$ cat config.mk
export PLATFORM = sky130hd
export DESIGN_NAME = spto_top
export DESIGN_NICKNAME = d
export VERILOG_FILES = /design/src/hdl/spto_top.v
export VERILOG_INCLUDE_DIRS = /design/src /design/src/include
export SDC_FILE = /design/constraint.sdc
export NUM_CORES = 1
export LEC_CHECK = 0
export BUFFER_PORTS_ARGS = -buffer_cell sky130_fd_sc_hd__buf_2
export CAP_MARGIN = 5
export CORE_MARGIN = 2
export CORE_UTILIZATION = 40
export DETAILED_ROUTE_END_ITERATION = 8
export PLACE_DENSITY = 0.68
export SYNTH_ARGS = -nofsm -noshare
export SYNTH_HDL_FRONTEND = slang
export SYNTH_SLANG_ARGS = --single-unit
$ cat constraint.sdc
create_clock -name sys_clk_i -period 3.2 [get_ports sys_clk_i]
set_input_delay 0.16 -clock sys_clk_i [delete_from_list [all_inputs] [get_ports sys_clk_i]]
set_output_delay 0.16 -clock sys_clk_i [all_outputs]
set_load 0.01 [all_outputs]
$ cat src/include/spto_consts.vh
// Constants for the SPI transfer and overflow block
`ifndef SPTO_CONSTS_VH
`define SPTO_CONSTS_VH
`define SPTO_OFF_CTRL      8'h00
`define SPTO_OFF_STATUS    8'h04
`define SPTO_OFF_DATA      8'h08
`define SPTO_OFF_FLAGS     8'h0C
`define SPTO_OFF_IRQ_EN    8'h10
`define SPTO_OFF_IRQ_CLR   8'h14
`define SPTO_OFF_ADDR      8'h18
// Control register fields
`define SPTO_CTRL_ENABLE   0
`define SPTO_CTRL_IMM_OVF  1
`define SPTO_CTRL_AUTO_SS  2
`define SPTO_CTRL_CPHA     3
`define SPTO_CTRL_CPOL     4
`define SPTO_CTRL_MODE_LO  5
`define SPTO_CTRL_FORM_LO  8
`define SPTO_CTRL_SS_SW    12
`define SPTO_CTRL_RESET    32'h0000_0000
`define SPTO_MODE_MASTER   2'h3
`define SPTO_MODE_SLAVE    2'h2
`define SPTO_FORM_ADDR     3'h2
// Flag bit positions (flags, enable and clear registers share them)
`define SPTO_FLG_EMPTY     0
`define SPTO_FLG_TX_DONE   1
`define SPTO_FLG_RX_DONE   2
`define SPTO_FLG_ERROR     3
`define SPTO_FLG_AMATCH    4
`define SPTO_DRE_DELAY     2'h3
`define SPTO_LOAD_MARGIN   4'h3
`define SPTO_MASTER_DIV    4'h4
`endif
$ cat src/hdl/spto_top.v
// SPI transfer logic with two-entry receive buffer and AXI4-Lite registers
// Behaviour
// - Master sets receive complete after last bit; character readable from data.
// - Master sets transmit complete when shifter done and data register empty.
// - Master raises select at transaction end; software does it when auto off.
// - Slave mode idles with MISO released while select is high.
// - Slave samples and shifts per clock phase and polarity while selected.
// - Slave sets data register empty once pending data enters shifter.
// - Slave stores each character in two-entry buffer on last bit unless full, flags complete.
// - Slave sets transmit complete when master raises select.
// - Written value needs two link clock cycles before it can load in slave mode.
// - Late write makes slave resend the previously received character.
// - Data register empty flag asserts three bus cycles after emptying.
// - Overflow bit is sticky, cleared by writing one or disabling.
// - Immediate notification raises overflow at the moment it happens.
// - Otherwise overflow travels with data; flags set together, data reads zero.
// - Slave with address form compares first character against its address.
//
// The AXI4-Lite interface to the registers and the placing of the registers were decided locally.
`timescale 1ns/10ps
`default_nettype none
`include "spto_consts.vh"
module spto_top (
  input  wire        sys_clk_i,
  input  wire        reset_n_i,
  input  wire [7:0]  s_axi_awaddr_i,
  input  wire        s_axi_awvalid_i,
  output reg         s_axi_awready_o,
  input  wire [31:0] s_axi_wdata_i,
  input  wire [3:0]  s_axi_wstrb_i,
  input  wire        s_axi_wvalid_i,
  output reg         s_axi_wready_o,
  output reg  [1:0]  s_axi_bresp_o,
  output reg         s_axi_bvalid_o,
  input  wire        s_axi_bready_i,
  input  wire [7:0]  s_axi_araddr_i,
  input  wire        s_axi_arvalid_i,
  output reg         s_axi_arready_o,
  output reg  [31:0] s_axi_rdata_o,
  output reg  [1:0]  s_axi_rresp_o,
  output reg         s_axi_rvalid_o,
  input  wire        s_axi_rready_i,
  input  wire        sck_i,
  output reg         sck_o,
  output reg         sck_oe_n_o,
  input  wire        ss_n_i,
  output reg         ss_n_o,
  output reg         ss_oe_n_o,
  input  wire        mosi_i,
  output reg         mosi_o,
  output reg         mosi_oe_n_o,
  input  wire        miso_i,
  output reg         miso_o,
  output reg         miso_oe_n_o,
  output reg         irq_o
);
  // Registers
  reg  [31:0] ctrl;
  reg  [7:0]  own_addr;
  reg  [4:0]  irq_en;
  reg  [4:0]  flags;
  reg         ovf;
  // Transmit holding value and its load pipeline
  reg  [7:0]  tx_hold;
  reg         tx_valid;
  reg  [1:0]  tx_age;
  reg  [1:0]  dre_cnt;
  // Receive buffer: two entries with overflow markers
  reg  [7:0]  rx_mem [0:1];
  reg  [1:0]  rx_ovm;
  reg         rx_wp;
  reg         rx_rp;
  reg  [1:0]  rx_cnt;
  // Shifter
  reg  [7:0]  sh_out;
  reg  [7:0]  sh_in;
  reg  [3:0]  bit_cnt;
  reg         first_char;
  reg         active;
  reg  [3:0]  div_cnt;
  // Synchronisers, three stages each
  reg  [2:0]  sck_s;
  reg  [2:0]  ss_s;
  reg  [2:0]  mosi_s;
  reg  [2:0]  miso_s;
  reg         sck_st;
  reg         ss_st;
  // AXI write capture
  reg         aw_hold;
  reg         w_hold;
  reg  [7:0]  aw_addr;
  reg  [31:0] w_data;

  wire        en        = ctrl[`SPTO_CTRL_ENABLE];
  wire        imm_ovf   = ctrl[`SPTO_CTRL_IMM_OVF];
  wire        auto_ss   = ctrl[`SPTO_CTRL_AUTO_SS];
  wire        cpha      = ctrl[`SPTO_CTRL_CPHA];
  wire        cpol      = ctrl[`SPTO_CTRL_CPOL];
  wire [1:0]  mode      = ctrl[`SPTO_CTRL_MODE_LO+1:`SPTO_CTRL_MODE_LO];
  wire [2:0]  form      = ctrl[`SPTO_CTRL_FORM_LO+2:`SPTO_CTRL_FORM_LO];
  wire        is_master = en && (mode == `SPTO_MODE_MASTER);
  wire        is_slave  = en && (mode == `SPTO_MODE_SLAVE);

  // Leading edge is the sample edge when phase is zero
  function sample_edge;
    input rise;
    input pol;
    input pha;
    begin
      sample_edge = (rise ^ pol) ^ pha;
    end
  endfunction

  wire        sck_new  = (sck_s[2] == sck_s[1]) ? sck_s[2] : sck_st;
  wire        ss_new   = (ss_s[2] == ss_s[1]) ? ss_s[2] : ss_st;
  wire        s_rise   = !sck_st && sck_new;
  wire        s_fall   = sck_st && !sck_new;
  wire        ss_high_edge = !ss_st && ss_new;

  // Master clock generation: sck toggles every divider wrap
  wire        m_tick   = (div_cnt == `SPTO_MASTER_DIV - 4'h1);
  wire        m_rise   = m_tick && (sck_o == cpol);
  wire        m_fall   = m_tick && (sck_o != cpol);
  // Clock finishes its last half period before select is raised
  wire        sck_run  = active || (is_master && sck_o != cpol);
  wire        do_rise  = is_master ? (active && m_rise) : (is_slave && !ss_st && s_rise);
  wire        do_fall  = is_master ? (active && m_fall) : (is_slave && !ss_st && s_fall);
  wire        smp      = sample_edge(1'b1, cpol, cpha) ? do_rise : do_fall;
  wire        shf      = sample_edge(1'b1, cpol, cpha) ? do_fall : do_rise;
  wire        rx_bit   = is_master ? miso_s[2] : mosi_s[2];
  wire [7:0]  rx_char  = {sh_in[6:0], rx_bit};
  wire        char_end = smp && (bit_cnt == 4'h7);
  wire        rx_full  = (rx_cnt == 2'h2);
  wire        rd_data  = s_axi_arvalid_i && s_axi_arready_o && s_axi_araddr_i == `SPTO_OFF_DATA;
  wire        rd_pop   = rd_data && (rx_cnt != 2'h0);
  wire        wr_go    = aw_hold && w_hold && !s_axi_bvalid_o;
  wire        wr_data  = wr_go && aw_addr == `SPTO_OFF_DATA;
  // in slave mode value may load only once it has aged two link cycles; master loads it at once
  wire        tx_ready = tx_valid && (tx_age == `SPTO_LOAD_MARGIN - 4'h1 || is_master);
  wire        load_now = (char_end || (!active && is_master)) && tx_ready;
  wire        head_ovm = rx_ovm[rx_rp];

  always @(posedge sys_clk_i) begin
    if (!reset_n_i) begin
      sck_s <= 3'h0; ss_s <= 3'h7; mosi_s <= 3'h0; miso_s <= 3'h0;
      sck_st <= 1'b0; ss_st <= 1'b1;
    end else begin
      sck_s  <= {sck_s[1:0], sck_i};
      ss_s   <= {ss_s[1:0], ss_n_i};
      mosi_s <= {mosi_s[1:0], mosi_i};
      miso_s <= {miso_s[1:0], miso_i};
      sck_st <= sck_new;
      ss_st  <= ss_new;
    end
  end

  // AXI4-Lite slave: address and data taken in either order
  always @(posedge sys_clk_i) begin
    if (!reset_n_i) begin
      s_axi_awready_o <= 1'b0; s_axi_wready_o <= 1'b0; s_axi_bvalid_o <= 1'b0;
      s_axi_bresp_o <= 2'h0; s_axi_arready_o <= 1'b0; s_axi_rvalid_o <= 1'b0;
      s_axi_rresp_o <= 2'h0; s_axi_rdata_o <= 32'h0000_0000;
      aw_hold <= 1'b0; w_hold <= 1'b0; aw_addr <= 8'h00; w_data <= 32'h0000_0000;
    end else begin
      s_axi_awready_o <= !aw_hold && !s_axi_awready_o && s_axi_awvalid_i;
      s_axi_wready_o  <= !w_hold && !s_axi_wready_o && s_axi_wvalid_i;
      if (s_axi_awvalid_i && s_axi_awready_o) begin
        aw_hold <= 1'b1; aw_addr <= s_axi_awaddr_i;
      end
      if (s_axi_wvalid_i && s_axi_wready_o) begin
        w_hold <= 1'b1; w_data <= s_axi_wdata_i;
      end
      if (wr_go) begin
        aw_hold <= 1'b0; w_hold <= 1'b0; s_axi_bvalid_o <= 1'b1;
        s_axi_bresp_o <= (aw_addr > `SPTO_OFF_ADDR || aw_addr[1:0] != 2'h0) ? 2'h2 : 2'h0;
      end else if (s_axi_bvalid_o && s_axi_bready_i) begin
        s_axi_bvalid_o <= 1'b0;
      end
      s_axi_arready_o <= !s_axi_arready_o && !s_axi_rvalid_o && s_axi_arvalid_i;
      if (s_axi_arvalid_i && s_axi_arready_o) begin
        s_axi_rvalid_o <= 1'b1;
        s_axi_rresp_o  <= 2'h0;
        if (s_axi_araddr_i == `SPTO_OFF_CTRL) begin
          s_axi_rdata_o <= ctrl;
        end else if (s_axi_araddr_i == `SPTO_OFF_STATUS) begin
          s_axi_rdata_o <= {30'h0000_0000, rx_cnt != 2'h0, ovf};
        end else if (s_axi_araddr_i == `SPTO_OFF_DATA) begin
          s_axi_rdata_o <= (rx_cnt == 2'h0 || head_ovm) ? 32'h0000_0000
                                                       : {24'h00_0000, rx_mem[rx_rp]};
        end else if (s_axi_araddr_i == `SPTO_OFF_FLAGS) begin
          s_axi_rdata_o <= {27'h000_0000, flags};
        end else if (s_axi_araddr_i == `SPTO_OFF_IRQ_EN) begin
          s_axi_rdata_o <= {27'h000_0000, irq_en};
        end else if (s_axi_araddr_i == `SPTO_OFF_IRQ_CLR) begin
          s_axi_rdata_o <= 32'h0000_0000;
        end else if (s_axi_araddr_i == `SPTO_OFF_ADDR) begin
          s_axi_rdata_o <= {24'h00_0000, own_addr};
        end else begin
          s_axi_rdata_o <= 32'h0000_0000;
          s_axi_rresp_o <= 2'h2;
        end
      end else if (s_axi_rvalid_o && s_axi_rready_i) begin
        s_axi_rvalid_o <= 1'b0;
      end
    end
  end

  // Control, transmit holding value and flag logic
  always @(posedge sys_clk_i) begin
    if (!reset_n_i) begin
      ctrl <= `SPTO_CTRL_RESET; own_addr <= 8'h00; irq_en <= 5'h00;
      flags <= 5'h01; ovf <= 1'b0; tx_hold <= 8'h00; tx_valid <= 1'b0;
      tx_age <= 2'h0; dre_cnt <= 2'h0; irq_o <= 1'b0;
    end else begin
      if (wr_go && aw_addr == `SPTO_OFF_CTRL && s_axi_bvalid_o == 1'b0)
        ctrl <= w_data;
      if (wr_go && aw_addr == `SPTO_OFF_ADDR)
        own_addr <= w_data[7:0];
      if (wr_go && aw_addr == `SPTO_OFF_IRQ_EN)
        irq_en <= w_data[4:0];
      // Clears first, hardware sets below take priority
      if (wr_go && aw_addr == `SPTO_OFF_IRQ_CLR)
        flags <= flags & ~w_data[4:0];
      if (wr_go && aw_addr == `SPTO_OFF_STATUS && w_data[0])
        ovf <= 1'b0;
      // software owns the write; a write into a full register replaces it
      if (wr_data) begin
        tx_hold <= w_data[7:0]; tx_valid <= 1'b1; tx_age <= 2'h0;
        flags[`SPTO_FLG_EMPTY] <= 1'b0; dre_cnt <= 2'h0;
      end else if (tx_valid && do_rise && tx_age != `SPTO_LOAD_MARGIN - 4'h1) begin
        tx_age <= tx_age + 2'h1;
      end
      // loading into shifter empties the register
      if (load_now && !wr_data) begin
        tx_valid <= 1'b0; dre_cnt <= `SPTO_DRE_DELAY;
      end
      // empty flag three bus cycles after emptying
      if (dre_cnt != 2'h0 && !wr_data) begin
        dre_cnt <= dre_cnt - 2'h1;
        if (dre_cnt == 2'h1)
          flags[`SPTO_FLG_EMPTY] <= 1'b1;
      end
      // master done with no further data
      if (is_master && active && char_end && !tx_ready)
        flags[`SPTO_FLG_TX_DONE] <= 1'b1;
      // slave transaction ends on select high
      if (is_slave && ss_high_edge)
        flags[`SPTO_FLG_TX_DONE] <= 1'b1;
      if (rx_cnt != 2'h0 || (char_end && !rx_full))
        flags[`SPTO_FLG_RX_DONE] <= 1'b1;
      else if (rx_cnt == 2'h0)
        flags[`SPTO_FLG_RX_DONE] <= 1'b0;
      if (rd_pop && rx_cnt == 2'h1 && !(char_end && !rx_full))
        flags[`SPTO_FLG_RX_DONE] <= 1'b0;
      // first character compared with own address
      if (is_slave && form == `SPTO_FORM_ADDR && first_char && char_end && rx_char == own_addr)
        flags[`SPTO_FLG_AMATCH] <= 1'b1;
      if (imm_ovf && char_end && rx_full)
        ovf <= 1'b1;
      // marker reached when entry is read
      if (!imm_ovf && rd_pop && head_ovm) begin
        ovf <= 1'b1;
        flags[`SPTO_FLG_ERROR] <= 1'b1;
      end
      if (!en)
        ovf <= 1'b0;
      irq_o <= |(flags & irq_en);
    end
  end

  // Receive buffer
  always @(posedge sys_clk_i) begin
    if (!reset_n_i) begin
      rx_mem[0] <= 8'h00; rx_mem[1] <= 8'h00; rx_ovm <= 2'h0;
      rx_wp <= 1'b0; rx_rp <= 1'b0; rx_cnt <= 2'h0;
    end else if (!en) begin
      rx_ovm <= 2'h0; rx_wp <= 1'b0; rx_rp <= 1'b0; rx_cnt <= 2'h0;
    end else begin
      if (char_end && !rx_full) begin
        rx_mem[rx_wp] <= rx_char;
        rx_ovm[rx_wp] <= 1'b0;
        rx_wp <= ~rx_wp;
      end
      // full buffer drops the new character; without immediate notification it marks the newest entry
      if (char_end && rx_full && !imm_ovf)
        rx_ovm[~rx_wp] <= 1'b1;
      if (rd_pop)
        rx_rp <= ~rx_rp;
      if ((char_end && !rx_full) && !rd_pop)
        rx_cnt <= rx_cnt + 2'h1;
      else if (!(char_end && !rx_full) && rd_pop)
        rx_cnt <= rx_cnt - 2'h1;
    end
  end

  // Shift engine and pins
  always @(posedge sys_clk_i) begin
    if (!reset_n_i) begin
      sh_out <= 8'h00; sh_in <= 8'h00; bit_cnt <= 4'h0;
      first_char <= 1'b1; active <= 1'b0; div_cnt <= 4'h0;
      sck_o <= 1'b0; sck_oe_n_o <= 1'b1; ss_n_o <= 1'b1; ss_oe_n_o <= 1'b1;
      mosi_o <= 1'b0; mosi_oe_n_o <= 1'b1; miso_o <= 1'b0; miso_oe_n_o <= 1'b1;
    end else begin
      sck_oe_n_o  <= !is_master;
      mosi_oe_n_o <= !is_master;
      ss_oe_n_o   <= !is_master;
      miso_oe_n_o <= !(is_slave && !ss_st);
      div_cnt <= (sck_run && !m_tick) ? div_cnt + 4'h1 : 4'h0;
      if (is_master && sck_run && m_tick)
        sck_o <= ~sck_o;
      else if (!is_master)
        sck_o <= cpol;
      if (smp) begin
        sh_in <= rx_char;
        bit_cnt <= (bit_cnt == 4'h7) ? 4'h0 : bit_cnt + 4'h1;
      end
      if (shf && bit_cnt != 4'h0)
        sh_out <= {sh_out[6:0], 1'b0};
      if (char_end) begin
        first_char <= 1'b0;
        // late write resends the last received character
        if (!tx_ready)
          sh_out <= rx_char;
      end
      if (load_now)
        sh_out <= tx_hold;
      if (is_master) begin
        if (load_now)
          active <= 1'b1;
        else if (char_end && !tx_ready)
          active <= 1'b0;
        // hardware raises select when auto control is on
        ss_n_o <= auto_ss ? !(sck_run || load_now) : ctrl[`SPTO_CTRL_SS_SW];
      end else begin
        active <= 1'b0;
        ss_n_o <= 1'b1;
      end
      if (is_slave && ss_st) begin
        bit_cnt <= 4'h0;
        first_char <= 1'b1;
      end
      // Next bit goes out on the shift edge itself; the far side's synchroniser eats the slack
      mosi_o <= (load_now && cpha == 1'b0) ? tx_hold[7]
              : (shf && bit_cnt != 4'h0) ? sh_out[6] : sh_out[7];
      miso_o <= (shf && bit_cnt != 4'h0) ? sh_out[6]
              : (shf || (is_slave && ss_st)) ? sh_out[7] : miso_o;
    end
  end
endmodule // spto_top
`default_nettype wire

=== Word-level counts from Yosys, hierarchy flattened ===
Memories as Yosys holds them, arrays and structs flattened. A register that Yosys moved wholly into a read port is not among the register bits.
Index checks and enable logic that the tools add are counted.

* Add/sub/neg operators: 6
* Multiply operators: 0
* Div/mod/pow operators: 0
* $lt $le $gt $ge: 6
* Equal/unequal tests: 27
* Shift operators: 0
* Multiplexer cells: 79
* Bitwise gates (word level): 14
* Reductions and logical operators: 129

{| class="wikitable"
|+ Operators with widths
! cell !! count
|-
| $mux W8 || 12
|-
| $logic_and A1 B1 Y1 || 72
|-
| $eq A8 B5 Y1 const B || 6
|-
| $mux W1 || 45
|-
| $mux W2 || 17
|-
| $mux W32 || 1
|-
| $eq A8 B4 Y1 const B || 3
|-
| $logic_not A1 Y1 || 21
|-
| $reduce_bool A2 Y1 || 10
|-
| $eq A8 B3 Y1 const B || 2
|-
| $logic_not A8 Y1 || 2
|-
| $reduce_bool A3 Y1 || 4
|-
| $and A5 B5 Y5 || 2
|-
| $reduce_or A2 Y1 || 5
|-
| $add A4 B1 Y4 const B || 2
|-
| $eq A2 B2 Y1 const B || 4
|-
| $eq A8 B8 Y1 || 1
|-
| $gt A8 B5 Y1 const B || 1
|-
| $logic_or A1 B1 Y1 || 8
|-
| $reduce_or A8 Y1 || 1
|-
| $not A1 Y1 || 7
|-
| $lt A1 B2 Y1 const B || 3
|-
| $reduce_and A2 Y1 || 3
|-
| $mux W5 || 1
|-
| 21 further kinds || 28
|}

* Register bits: 199
* Bits in latches: 0
* RAM bits: 16
* ROM bits: 0
* Bits of input ports: 63
* Memories: 1

{| class="wikitable"
|+ Memories
! memory !! depth !! bits a word !! read ports !! clocked after Yosys merged registers in !! wr ports !! line !! source
|-
| rx_mem || 2 || 8 || 1 || 1 || 2 || spto_top.v:69 || <nowiki>reg [7:0] rx_mem [0:1];</nowiki>
|}

=== Logic depth before layout (Yosys ltp) ===
* Word-level depth: 15
* Mapped depth: 10
* Gate-level depth less buffers: 10

=== Worst setup path after synthesis ===
No wires, ideal clock.

* Path kind: reg-to-reg
* From: register div_cnt[0]
* To: memory rx_mem[0][0] (enable)
* Library setup time: 0.334 ns
* Arrival time: 2.027 ns
* Data required time: 2.866 ns
* Setup slack: 0.838 ns
* Cell stages (with the launch flop): 8
* Buffers on the path: 0
* Clock period less this slack: 2.362 ns
* Cell sequence: dfxtp_1 -> ha_1 -> nand4bb_1 -> nor3_2 -> o22a_2 -> nand3_4 -> nor4_4 -> nand2b_1

{| class="wikitable"
|+ RTL lines
! element !! line !! source
|-
| start: declaration || spto_top.v:80 || <nowiki>reg [3:0] div_cnt;</nowiki>
|-
| start signal: assignment || spto_top.v:308 || <nowiki>div_cnt <= (sck_run && !m_tick) ? div_cnt + 4'h1 : 4'h0;</nowiki>
|-
| end: declaration || spto_top.v:69 ||
|}

==> flow_summary_export.csv <==
group,metric,value,unit
outcome,outcome,"finished, final reports clean",
sta,final_hold_viol_count,0,
critical_path,cp_data_arrival_time,2.79,ns
synthesis,async_reset_ff_share,0,%
floorplanning,start_util,40.6,%
synthesis,ys_seq_elements,214,
synthesis,ys_top_cells_by_area,"dfxtp_1, nand2_1, a21boi_0",
layout,layout-drive-gt1-share,16.4,%
synthesis,synth_top_area_share,43.1,%
cts,clk_pin_slew_worst_paths,0.06,ns
cts,numCtsBuffers,23,
critical_path,crit_fanout,9,
critical_path,cp-start-kind,"flop",
cts,cts_buffer_depth,3,
synthesis,seq_area_frac_synth,48.3,%
place,placed_cells,1337,
run,maxCapViolations,0,
synthesis,synth_warnings,0,
layout,num_antenna_cells,0,
synthesis,synthMostInstantiatedCell,"nand2_1",
global_routing,grt_overflow,0,
pwr,p_clk_share,46.2,%
sta,clock.fmax,382,MHz
global_routing,grt_max_degree,86,
drt,drcViolationCount,0,
sta,slew_viol_final,0,
global_routing,grt_pass1_vias,7151,
critical_path,worst_setup_path_end_kind,"flop",
place,hpwl,15000,microns
critical_path,max_stage_delay,0.39,ns
global_routing,grt_pass1_wl,36800,microns
synthesis,avgSynthCellArea,9.23,sq um
pwr,p_sw_share,21.9,%
sta,min_period,2.62,ns
place,pre_cts_ws,0.581,ns
critical_path,worst_path_max_delay_cell,"nand2b_1",
cts,clock-sinks,214,
floorplanning,dieArea,0.0242,sq mm
sta,finalWorstSetupSlack,0.580,ns
drt,detail_route.wl_per_cell,15.8,microns
drt,wl,22500,microns
drt,viasPerCell,5.17,
cts,hold_buffers,49,
critical_path,path_cells,"ha_1, nand4bb_1, nor3_2, o221ai_2, nor3b_4, and3_1, nand2b_1",
sta,fin_setup_tns,0,ns
place,portBuffers,106,
drt,first_pass_iters,4,
sta,slew_headroom,27.2,%
layout,final_cell_area,0.0111,sq mm
floorplanning,fp-row-count,55,
layout,instances_no_fill,1428,
cts,cts_resized,0,
layout,syn2layout_area_growth,20.6,%
place,gp_congestion,0.812,
global_routing,antenna_found_initial,0,
sta,rsz0062_at_grt,"false",
cts,post_cts_buffers,0,
drt,num_vias,7388,
critical_path,required,3.37,ns
synthesis,synth_top_cell_by_area,"dfxtp_1",
place,placed_cell_area,0.00986,sq mm
synthesis,netlist_instances,997,
sta,worstMarginPinSlew,1.09,ns
global_routing,track_usage,18.7,%
cts,cts-root-buf,"clkbuf_16",
sta,finalSetupViolations,0,
floorplanning,die_w,156,microns
pwr,switching_power,0.00123,W
pwr,power_density,505,mW/mm^2
floorplanning,io_pins,113,
floorplanning,coreArea,0.0226,sq mm
cts,cts_tree,"done",
pwr,ir_drop,0.303,mV
synthesis,yosysUniqueCellTypes,73,
layout,nNetsFinal,1199,
cts,insertion_delay,0.52,ns
pwr,comb_power_share,4.5,%
pwr,internal_power,0.00438,W
pwr,leakagePower,4.20,nW
pwr,p_seq_share,49.3,%
cts,cts_htree_levels,1,
drt,antenna_left,0,
synthesis,synth_edf_count,16,
drt,dr.first_iter.drc_count,461,
critical_path,critPathKind,"flop to flop",
synthesis,yosys-top-cells-count,"nand2_1, dfxtp_1, a21boi_0",
sta,holdWs,0.0746,ns
synthesis,synth.cell_area,0.00920,sq mm
sta,finalClockSkew,0.0123,ns
synthesis,ys.flop_type,"dfxtp_1",
floorplanning,die_h,156,microns
min_path,min_path_type,"input port to flop",
sta,finalCritPeriodShare,81.9,%
per-layer routing:
| metal | GRT usage (%) | wire length [microns] | up-vias |
|---|---|---|---|
| met1 | 25.7 | 10700 | 3481 |
| li1 | - | - | 3698 |
| met2 | 30.4 | 10200 | 169 |
| met4 | 5.20 | 583 | 0 |
| met3 | 3.11 | 1030 | 40 |
| met5 | 0 | 0 | - |
worst max-delay path: cells and delay by family, from the launching register on:
kind / cells / cell delay [ns]
AO/OA/AOI/OAI: 1 / 0.19
adder cells (fa/ha/maj): 1 / 0.22
AND/OR/NAND/NOR: 5 / 1.53
flip-flops: 1 / 0.35
stage by stage:
step / util, % / power, W
2_1_floorplan: - / 0.00295
3_5_place_dp: 43.5 / 0.00303
5_1_grt: 49.0 / 0.00579
6_report: 49.0 / 0.00561
3_3_place_gp: 43.5 / 0.00303
4_1_cts: 49.0 / 0.00565
final timing paths:
check,start,to,slack (ns),depth (start not counted)
hold / removal,reset_n_i,miso_oe_n_o,0.07,2
hold reg to reg,ss_s[0],ss_s[1],0.41,1
setup / recovery,div_cnt[0],rx_mem[1][4],0.58,7
setup reg to reg,div_cnt[0],rx_mem[1][4],0.58,7
sequential cells by signal, summed over array words and instances (netlist names), 3 cells and up, named ones only:
register,cells
div_cnt,4
bit_cnt,4
flags,5
ss_s,3
rx_mem,16
irq_en,5
tx_hold,8
s_axi_rdata_o,32
w_data,32
sh_in,7
sh_out,8
aw_addr,8
miso_s,3
own_addr,8
mosi_s,3
ctrl,32
sck_s,3
power by group through the flow:
stage | sequential [W] | clock [W] | combinational [W]
2_1_floorplan | 0.00281 | 0 | 0.000131
3_3_place_gp | 0.00282 | 0 | 0.000207
3_5_place_dp | 0.00282 | 0 | 0.000208
4_1_cts | 0.00276 | 0.00263 | 0.000254
5_1_grt | 0.00277 | 0.00275 | 0.000279
6_report | 0.00276 | 0.00259 | 0.000253
layout make-up:
type	instances	area [sq um]
clock buffer	35	701
inverter	16	60.1
sequential	214	4440
multi-input combinational	702	4360
timing repair buffer	169	1130
tap	285	357
clock inverter	7	50.0
fill	2113	11500
cells by family after synthesis:
group	share of synthesized area [%]
mux	2.83
other cells	0.0408
flops	48.3
buf+inv	4.37
xor+xnor	1.90
simple gates	22.8
fa+ha+maj	1.36
compound gates	18.4
placed cells by master (no fill, tap or decap), types with 6 or more instances in the layout:
cell / n
ha_1: 10
dfxtp_1: 198
clkbuf_8: 8
o211ai_1: 12
clkbuf_16: 23
inv_1: 16
a21boi_1: 30
nor2_1: 36
dlygate4sd3_1: 49
mux2i_1: 26
nand2b_1: 10
buf_4: 15
clkinv_2: 6
a21oi_1: 26
xor2_1: 11
nor2b_1: 26
o211a_1: 8
edfxtp_1: 16
o21ai_0: 24
xnor2_1: 9
and2_1: 27
buf_2: 105
nand3_1: 44
nand2_1: 212
a21boi_0: 79
nor3_1: 6
No activity file was read; power rests on OpenSTA's default activity.
